--- src/include/timer_defines.svh ---
// constants for the periodic timer capture block
`ifndef TIMER_DEFINES_SVH
`define TIMER_DEFINES_SVH

// counter and compare widths
`define CNT_W          10
`define CNT_ZERO       10'h000
`define CNT_ONE        10'h001
`define CNT_MAX        10'h3ff

// source field width, four primary pin choices
`define SRC_W          2
`define SRC_N          4

// delays in timer clock periods (the flag delay also in half periods), timer clock is clk_sys (5 ns)
`define FLAG_DELAY_HALF_PERIODS  1
`define FLAG_DELAY_CYCLES        ((`FLAG_DELAY_HALF_PERIODS + 1) / 2)
`define PULSE_MIN_PERIODS        2

`endif

--- src/include/timer_pkg.sv ---
// types shared by the periodic timer capture block
package timer_pkg;
	`include "timer_defines.svh"

	// operating mode field
	typedef enum logic [1:0] {
		MODE_COMPARE = 2'h0,
		MODE_CAPTURE = 2'h1,
		MODE_PWM     = 2'h2,
		MODE_TIMER   = 2'h3
	} op_mode_t;

	// edge / output control field, capture meaning
	typedef enum logic [1:0] {
		EDGE_RISE = 2'h0,
		EDGE_FALL = 2'h1,
		EDGE_BOTH = 2'h2,
		EDGE_NONE = 2'h3
	} edge_sel_t;

	// counter clear selection field
	typedef enum logic [1:0] {
		CLR_PERIOD = 2'h0,
		CLR_RISE   = 2'h1,
		CLR_FALL   = 2'h2,
		CLR_BOTH   = 2'h3
	} clear_sel_t;

	// software control bits
	typedef struct packed {
		op_mode_t               opMode;
		edge_sel_t              edgeOutputCtrl;
		clear_sel_t             captureClearSel;
		logic [`SRC_W-1:0]      inputSourceField;
		logic                   captureSourceSelect;
		logic                   compareClearSelect;
		logic                   outputInitialState;
		logic                   outputPolarity;
		logic [`CNT_W-1:0]      periodCompareValue;
	} ctrl_t;

	// one capture write toward the store
	typedef struct packed {
		logic                   wrEn;
		logic                   toB;
		logic [`CNT_W-1:0]      value;
	} cap_wr_t;

	// interrupt flags and level flag
	typedef struct packed {
		logic                   compareAIrqFlag;
		logic                   periodIrqFlag;
		logic                   captureLevelFlag;
	} flags_t;

	// state of the timer core
	typedef struct packed {
		logic [`CNT_W-1:0]      cnt;
		logic                   run;
		logic                   flagPend;
		logic                   levelPend;
		logic                   pulseOut;
		flags_t                 flags;
	} tmr_state_t;
endpackage : timer_pkg

--- src/logic/edge_detect.sv ---
// edge detector for the capture input; combinational edges from a registered previous level
`timescale 1ns/1ps
module edge_detect (
	// clock and reset
	input  wire logic clk_sys,
	input  wire logic sys_rst,
	// sampled pin and its edges
	input  wire logic pinIn,
	output logic      rise,
	output logic      fall
);
	typedef struct packed {
		logic prev;
	} edge_state_t;

	edge_state_t stQ;
	edge_state_t stD;

	// previous level only; edges are combinational so the latch lands one clock later
	always_comb begin
		stD      = stQ;
		stD.prev = pinIn;
	end

	always_ff @(posedge clk_sys or posedge sys_rst) begin
		if (sys_rst) begin
			stQ <= '0;
		end else begin
			stQ <= stD;
		end
	end

	assign rise = pinIn & ~stQ.prev;
	assign fall = ~pinIn & stQ.prev;
endmodule : edge_detect

--- src/logic/capture_store.sv ---
// two capture registers with registered read data
`timescale 1ns/1ps
`include "timer_defines.svh"
module capture_store
	import timer_pkg::*;
(
	// clock and reset
	input  wire logic                clk_sys,
	input  wire logic                sys_rst,
	// write side
	input  timer_pkg::cap_wr_t       capWr,
	// held values
	output logic [`CNT_W-1:0]        captureCompareAValue,
	output logic [`CNT_W-1:0]        captureBValue
);
	typedef struct packed {
		logic [`CNT_W-1:0] regA;
		logic [`CNT_W-1:0] regB;
	} store_state_t;

	store_state_t stQ;
	store_state_t stD;

	// one write per clock, steered by the select bit
	always_comb begin
		stD = stQ;
		if (capWr.wrEn && capWr.toB) begin
			stD.regB = capWr.value;
		end else if (capWr.wrEn) begin
			stD.regA = capWr.value;
		end
	end

	always_ff @(posedge clk_sys or posedge sys_rst) begin
		if (sys_rst) begin
			stQ <= '0;
		end else begin
			stQ <= stD;
		end
	end

	assign captureCompareAValue = stQ.regA;
	assign captureBValue        = stQ.regB;
endmodule : capture_store

--- src/logic/periodic_timer_capture_pulse.sv ---
// periodic timer: capture input operation and single pulse start
`timescale 1ns/1ps
`include "timer_defines.svh"
module periodic_timer_capture_pulse (
	// clock and reset
	input  wire logic                   clk_sys,
	input  wire logic                   sys_rst,
	// software control bits
	input  timer_pkg::ctrl_t            ctrl,
	input  wire logic                   runWrEn,
	input  wire logic                   runWrData,
	input  wire logic                   compareAFlagClr,
	input  wire logic                   periodFlagClr,
	// capture pins
	input  wire logic [`SRC_N-1:0]      primaryCapturePin,
	input  wire logic                   extClockPin,
	// status
	output logic                        timerRunBit,
	output logic [`CNT_W-1:0]           counterValue,
	output timer_pkg::flags_t           flags,
	output logic                        timerIrq,
	// capture values
	output logic [`CNT_W-1:0]           captureCompareAValue,
	output logic [`CNT_W-1:0]           captureBValue,
	// timer output pin
	output logic                        timerOut
);
	import timer_pkg::*;

	tmr_state_t         stQ;
	tmr_state_t         stD;
	cap_wr_t            capWr;
	logic               srcPin;
	logic               riseEv;
	logic               fallEv;
	logic               extRise;
	logic               captureMode;
	logic               singlePulse;
	logic               edgeHit;
	logic               latchStrobe;
	logic               edgeClr;
	logic               periodMatch;
	logic               runNext;

	// capture source; the external pin must not also be the clock source
	assign srcPin = ctrl.captureSourceSelect ? extClockPin
		: primaryCapturePin[ctrl.inputSourceField];

	// edge detector on the chosen source
	edge_detect uSrcEdge (
		.clk_sys (clk_sys),
		.sys_rst (sys_rst),
		.pinIn   (srcPin),
		.rise    (riseEv),
		.fall    (fallEv)
	);

	// separate detector on the external pin for single pulse start
	edge_detect uExtEdge (
		.clk_sys (clk_sys),
		.sys_rst (sys_rst),
		.pinIn   (extClockPin),
		.rise    (extRise),
		.fall    ()
	);

	// mode decode
	assign captureMode = (ctrl.opMode == MODE_CAPTURE);
	assign singlePulse = (ctrl.opMode == MODE_PWM) && (ctrl.edgeOutputCtrl == EDGE_NONE);

	// active capture edge; no glitch filter, so short pulses are still caught
	always_comb begin
		unique case (ctrl.edgeOutputCtrl)
			EDGE_RISE: edgeHit = riseEv;
			EDGE_FALL: edgeHit = fallEv;
			EDGE_BOTH: edgeHit = riseEv | fallEv;
			EDGE_NONE: edgeHit = 1'b0;
		endcase
	end

	assign latchStrobe = captureMode && stQ.run && edgeHit;

	// edge clears follow the clear field, independent of the edge field
	always_comb begin
		unique case (ctrl.captureClearSel)
			CLR_PERIOD: edgeClr = 1'b0;
			CLR_RISE:   edgeClr = riseEv;
			CLR_FALL:   edgeClr = fallEv;
			CLR_BOTH:   edgeClr = riseEv | fallEv;
		endcase
	end

	// period zero lets the counter reach its maximum before wrapping
	assign periodMatch = (ctrl.periodCompareValue == `CNT_ZERO)
		? (stQ.cnt == `CNT_MAX)
		: (stQ.cnt == ctrl.periodCompareValue);

	// software write or external start in single pulse
	always_comb begin
		runNext = stQ.run;
		if (runWrEn) begin
			runNext = runWrData;
		end
		if (singlePulse && extRise) begin
			runNext = 1'b1;
		end
	end

	// capture write: clear field 00 always stores into A, otherwise a
	// falling edge goes to B and a rising edge to A
	always_comb begin
		capWr.wrEn  = latchStrobe;
		capWr.value = stQ.cnt;
		capWr.toB   = (ctrl.captureClearSel != CLR_PERIOD) && fallEv;
	end

	// captured values live in their own store
	capture_store uStore (
		.clk_sys              (clk_sys),
		.sys_rst              (sys_rst),
		.capWr                (capWr),
		.captureCompareAValue (captureCompareAValue),
		.captureBValue        (captureBValue)
	);

	// core next state
	always_comb begin
		stD     = stQ;
		stD.run = runNext;

		// counter: zero on start, hold while stopped, free-run otherwise
		if (runNext && !stQ.run) begin
			stD.cnt = `CNT_ZERO;
		end else if (stQ.run) begin
			if (periodMatch || (captureMode && edgeClr)) begin
				stD.cnt = `CNT_ZERO;
			end else begin
				stD.cnt = stQ.cnt + `CNT_ONE;
			end
		end

		// flag and level update one cycle after the latch edge
		stD.flagPend  = latchStrobe;
		stD.levelPend = riseEv;

		// software clears first so a same-cycle set still wins
		if (compareAFlagClr) begin
			stD.flags.compareAIrqFlag = 1'b0;
		end
		if (periodFlagClr) begin
			stD.flags.periodIrqFlag = 1'b0;
		end
		if (stQ.flagPend) begin
			stD.flags.compareAIrqFlag  = 1'b1;
			stD.flags.captureLevelFlag = stQ.levelPend;
		end
		if (stQ.run && periodMatch) begin
			stD.flags.periodIrqFlag = 1'b1;
		end

		// output only in single pulse; capture keeps the pin low
		stD.pulseOut = singlePulse && runNext;
	end

	always_ff @(posedge clk_sys or posedge sys_rst) begin
		if (sys_rst) begin
			stQ <= '0;
		end else begin
			stQ <= stD;
		end
	end

	// outputs straight from state
	assign timerRunBit  = stQ.run;
	assign counterValue = stQ.cnt;
	assign flags        = stQ.flags;
	assign timerIrq     = stQ.flags.compareAIrqFlag | stQ.flags.periodIrqFlag;
	assign timerOut     = stQ.pulseOut;
endmodule : periodic_timer_capture_pulse

--- config.mk ---
export PLATFORM = sky130hd
export DESIGN_NAME = periodic_timer_capture_pulse
export DESIGN_NICKNAME = d
export VERILOG_FILES = /design/src/include/timer_pkg.sv /design/src/logic/edge_detect.sv /design/src/logic/capture_store.sv /design/src/logic/periodic_timer_capture_pulse.sv
export VERILOG_INCLUDE_DIRS = /design/src /design/src/include
export SDC_FILE = /design/constraint.sdc
export NUM_CORES = 1
export LEC_CHECK = 0
export BUFFER_PORTS_ARGS = -buffer_cell sky130_fd_sc_hd__buf_2
export CAP_MARGIN = 20
export CORE_UTILIZATION = 40
export DETAILED_ROUTE_END_ITERATION = 16
export PLACE_DENSITY = 0.65
export SETUP_SLACK_MARGIN = 0.3
export SLEW_MARGIN = 20
export SYNTH_ARGS = -nofsm -noshare
export SYNTH_HDL_FRONTEND = slang
export SYNTH_SLANG_ARGS = --single-unit
--- constraint.sdc ---
create_clock -name clk_sys -period 2.7 [get_ports clk_sys]
set_input_delay 0.135 -clock clk_sys [delete_from_list [all_inputs] [get_ports clk_sys]]
set_output_delay 0.135 -clock clk_sys [all_outputs]
set_load 0.05 [all_outputs]
==> flow_metrics.py <==
metrics = {
    "outcome": {
        "run_status": "completed",
    },
    "worst_hold_path": {
        "worst_hold_path_type": "in -> reg",
        "holdPathStages": 2,
        "worstHoldEndpoint": "flags[1]",
        "hold_path.startpoint": "periodFlagClr",
    },
    "floorplanning": {
        "fp.dieArea_um2": 5960,
        "die_width_um": 77.2,
        "design.portCount": 69,
        "total_number_of_placement_rows": 27,
        "floorplan.initialDensity_pct": 41.3,
        "placeableCoreArea_um2": 5470,
        "dieHeight_um": 77.2,
    },
    "drt": {
        "drt.antenna.violating_nets": 0,
        "dr.pass1.iters": 5,
        "drt_first_iter_violations": 85,
        "detail_route.drc_violations": 0,
        "drt-wirelength-per-cell_um": 13.8,
        "route.vias.total": 1732,
        "avgViaCountPerCell": 5.14,
        "detail_route.wirelength_mm": 4.65,
    },
    "worst_setup_path": {
        "wp_data_required_ns": 2.87,
        "timing.rr.end": "uStore.captureCompareAValue[0]",
        "cells_traversed_along_the_worst_timing_path": "dlygate4sd3_1, buf_2, mux2i_1, inv_1, ha_1, mux2i_1, o22ai_1, and4_1, nand2_2, mux2_2",
        "critPathMaxStageDelay_ns": 0.53,
        "critical_path.top_delay_family": "buffers and inverters",
        "reg2reg_from": "uSrcEdge.stQ",
        "worstPathArrival_ns": 2.39,
        "cp.buffers_inverters": 3,
        "reg2reg_setup_slack_ns": 0.80,
        "cell_mode_on_critical_path": "sky130_fd_sc_hd__mux2i_1",
        "timing_worst_setup_path_type": "in -> reg",
        "critical_path.startpoint_type": "input port",
        "timing.critical_path.slowest_stage_cell": "sky130_fd_sc_hd__dlygate4sd3_1",
        "worstRegToRegCells": 7,
        "setup.worst_path.end_class": "flop",
        "setup.worst_path.start": "extClockPin",
        "cp_max_fo": 10,
    },
    "placed_design": {
        "detailedPlacementHpwl_mm": 3.54,
        "port_buffers": 65,
        "gpl.final_weighted_congestion": 0.777,
    },
    "finish": {
        "post_route_cells_drive_above_1_share_pct": 42.3,
        "utilization_after_layout_pct": 48.4,
        "area_delta_synth_final_pct": 17.2,
        "finalNetCount": 300,
        "diodes": 0,
        "fill_cells": 554,
    },
    "power_and_ir_drop": {
        "vdd_ir_drop_max_mv": 0.291,
        "power.static_leakage_nw": 1.36,
        "power.density_nw_per_um2": 614,
        "power_frac_seq_pct": 44.9,
        "combPwrFrac_pct": 32.3,
        "power.net_switching_mw": 0.637,
        "power.share.clock_pct": 22.8,
        "power_switching_share_pct": 39.2,
        "internal_power_mw": 0.989,
    },
    "timing": {
        "finalSetupTns_ns": 0,
        "layout_worst_path_cycle_share_pct": 82.3,
        "final_max_slew_viol_count": 0,
        "hold_viol_final": 0,
        "rsz_0062_raised_after_global_routing": "no",
        "max_freq_mhz": 450,
        "period_minus_slack_ns": 2.22,
        "finalSetupViolCount": 0,
        "worst_slew_margin_relative_to_its_limit_pct": 53.7,
        "tightestPinTransition_ns": 0.692,
        "fin_skew_ns": 0.00416,
    },
    "synthesis": {
        "synth.top_cell.area_share_pct": 43.2,
        "async_reset_ff_share_pct": 100,
        "synth-seq-cells": 39,
        "postSynthAreaPerCell_um2": 10.7,
        "synth-edff-count": 0,
        "number_of_warnings_issued_by_yosys": 0,
        "synth_top_cell_by_area": "sky130_fd_sc_hd__dfrtp_1",
        "post_synth_main_area_contributors": "sky130_fd_sc_hd__dfrtp_1 43%, sky130_fd_sc_hd__mux2_2 10%, sky130_fd_sc_hd__buf_4 4.3%",
        "ys.flop_type": "sky130_fd_sc_hd__dfrtp_1",
        "seq_total_area_yosys_pct": 43.2,
        "count_of_different_cell_masters_after_synthesis": 46,
        "netlist_instances": 211,
        "post_synth_instance_area_um2": 2260,
        "synth.net_count": 247,
    },
    "grt": {
        "grt_pass1_vias": 1715,
        "grt.overflow.total": 0,
        "initial_antenna_violation_count": 0,
        "grt_first_pass_wirelength_mm": 8.04,
        "global_route.usage.total_pct": 17.1,
        "pin_count_of_the_biggest_net_entering_global_routing": 29,
    },
    "clock_tree": {
        "ctsResizeCount": 0,
        "hold_buf_cts": 2,
        "clock_sink_count": 39,
        "clockRootBuffer": "sky130_fd_sc_hd__clkbuf_8",
        "clk_path_buf_depth": 2,
        "clkTransAtPathRegs_ns": 0.07,
        "h_tree_lvls": 2,
        "postCtsSetupBuffers": 0,
        "clk-insertion-delay-late_ns": 0.28,
        "cts_tree": "done",
        "tritoncts.num_buffers": 5,
    },
    "run": {
        "cap_violations": 0,
    },
}
[layout make-up]
class                   instances  area [um^2]  area share [%]
flip-flops and latches         39          976            36.8
multi-input cells             139         1110            41.8
repair buffers                 68          353            13.3
clock buffers                   7         76.3            2.88
inverters                      11         41.3            1.56
clock inverters                 1         5.00           0.189
well taps                      72         90.1            3.40
[flip-flops by register name, indices dropped and copies added, names as in the netlist]
register,count
counterValue,10
flags,3
stQ,2
timerOut,1
timerRunBit,1
uExtEdge.stQ,1
uSrcEdge.stQ,1
uStore.captureBValue,10
uStore.captureCompareAValue,10
[metrics by stage]
step	setup WS, ns	power [mW]	cells	hold WS, ns	cell area [um^2]
after global routing	0.312	1.73	337	0.0309	2650
after global placement	0.269	1.26	327	0.162	2550
final	0.479	1.63	337	0.0452	2650
after CTS	0.435	1.64	337	0.0417	2650
after floorplan	0.511	1.16	211	0.166	2260
after detailed placement	0.225	1.27	327	0.166	2550
[power by group through the flow]
stage / clock network [mW] / logic [mW] / registers [mW]
floorplan: 0 / 0.340 / 0.820
global placement: 0 / 0.519 / 0.739
detailed placement: 0 / 0.527 / 0.742
CTS: 0.383 / 0.531 / 0.730
global route: 0.421 / 0.567 / 0.741
finish: 0.370 / 0.526 / 0.730
[worst max-delay path by stage]
stage,end,slack [ns],depth (start not counted)
after floorplan,uStore.captureCompareAValue[0],0.51,10
final,uStore.captureCompareAValue[0],0.48,10
after global routing,uStore.captureCompareAValue[0],0.31,10
after detailed placement,uStore.captureCompareAValue[0],0.22,10
after global placement,uStore.captureCompareAValue[0],0.27,10
after CTS,uStore.captureCompareAValue[0],0.44,10
[layer usage]
layer  share of wire [%]  vias up  track usage (%)
met2                  47       34             27.6
met5                   0        -                0
met3                 3.7        6             4.05
met1                  47      847             22.3
li1                    -      845                -
met4                 1.5        0             6.23
[kinds of logic (layout without fill, tap and decap cells)]
group | after synthesis | after routing | share of synthesized area [%]
DFF | 39 | 39 | 43.2
adders and majority gates | 3 | 3 | 1.66
AOI/OAI and AO/OA | 34 | 34 | 13.6
xor gates and xnor gates | 6 | 6 | 2.32
buffers and inverters | 33 | 87 | 7.86
and+or+nand+nor | 70 | 70 | 18.2
muxes | 26 | 26 | 13.2
[layout by cell type (no fill, tap or decap), types with 2 or more instances in the layout]
cell type	count
sky130_fd_sc_hd__mux2_2	21
sky130_fd_sc_hd__a32oi_1	3
sky130_fd_sc_hd__o221ai_1	6
sky130_fd_sc_hd__o21ai_1	3
sky130_fd_sc_hd__o22ai_2	2
sky130_fd_sc_hd__nand2_1	24
sky130_fd_sc_hd__nand3_1	4
sky130_fd_sc_hd__o21ai_0	2
sky130_fd_sc_hd__nor4_4	2
sky130_fd_sc_hd__nor2_1	14
sky130_fd_sc_hd__nand4_1	4
sky130_fd_sc_hd__a21oi_1	5
sky130_fd_sc_hd__nor4bb_1	4
sky130_fd_sc_hd__dfrtp_1	39
sky130_fd_sc_hd__buf_2	65
sky130_fd_sc_hd__nor3_1	2
sky130_fd_sc_hd__o221ai_2	2
sky130_fd_sc_hd__o22ai_1	2
sky130_fd_sc_hd__or2_2	2
sky130_fd_sc_hd__clkbuf_1	2
sky130_fd_sc_hd__xnor2_1	5
sky130_fd_sc_hd__clkbuf_8	5
sky130_fd_sc_hd__dlygate4sd3_1	2
sky130_fd_sc_hd__ha_1	3
sky130_fd_sc_hd__and2_1	6
sky130_fd_sc_hd__mux2i_1	4
sky130_fd_sc_hd__inv_1	11
[cell usage after synthesis, drive strengths merged, types with 2 or more instances]
master / count
a21oi: 5
a32oi: 3
and2: 6
buf: 16
clkbuf: 6
dfrtp: 39
ha: 3
inv: 11
mux2: 21
mux2i: 4
nand2: 26
nand3: 5
nand4: 4
nor2: 14
nor3: 2
nor4: 2
nor4bb: 4
o211ai: 3
o21ai: 6
o221ai: 8
o22ai: 4
or2: 2
xnor2: 5
Note: power is estimated with default switching activity, not from simulation.
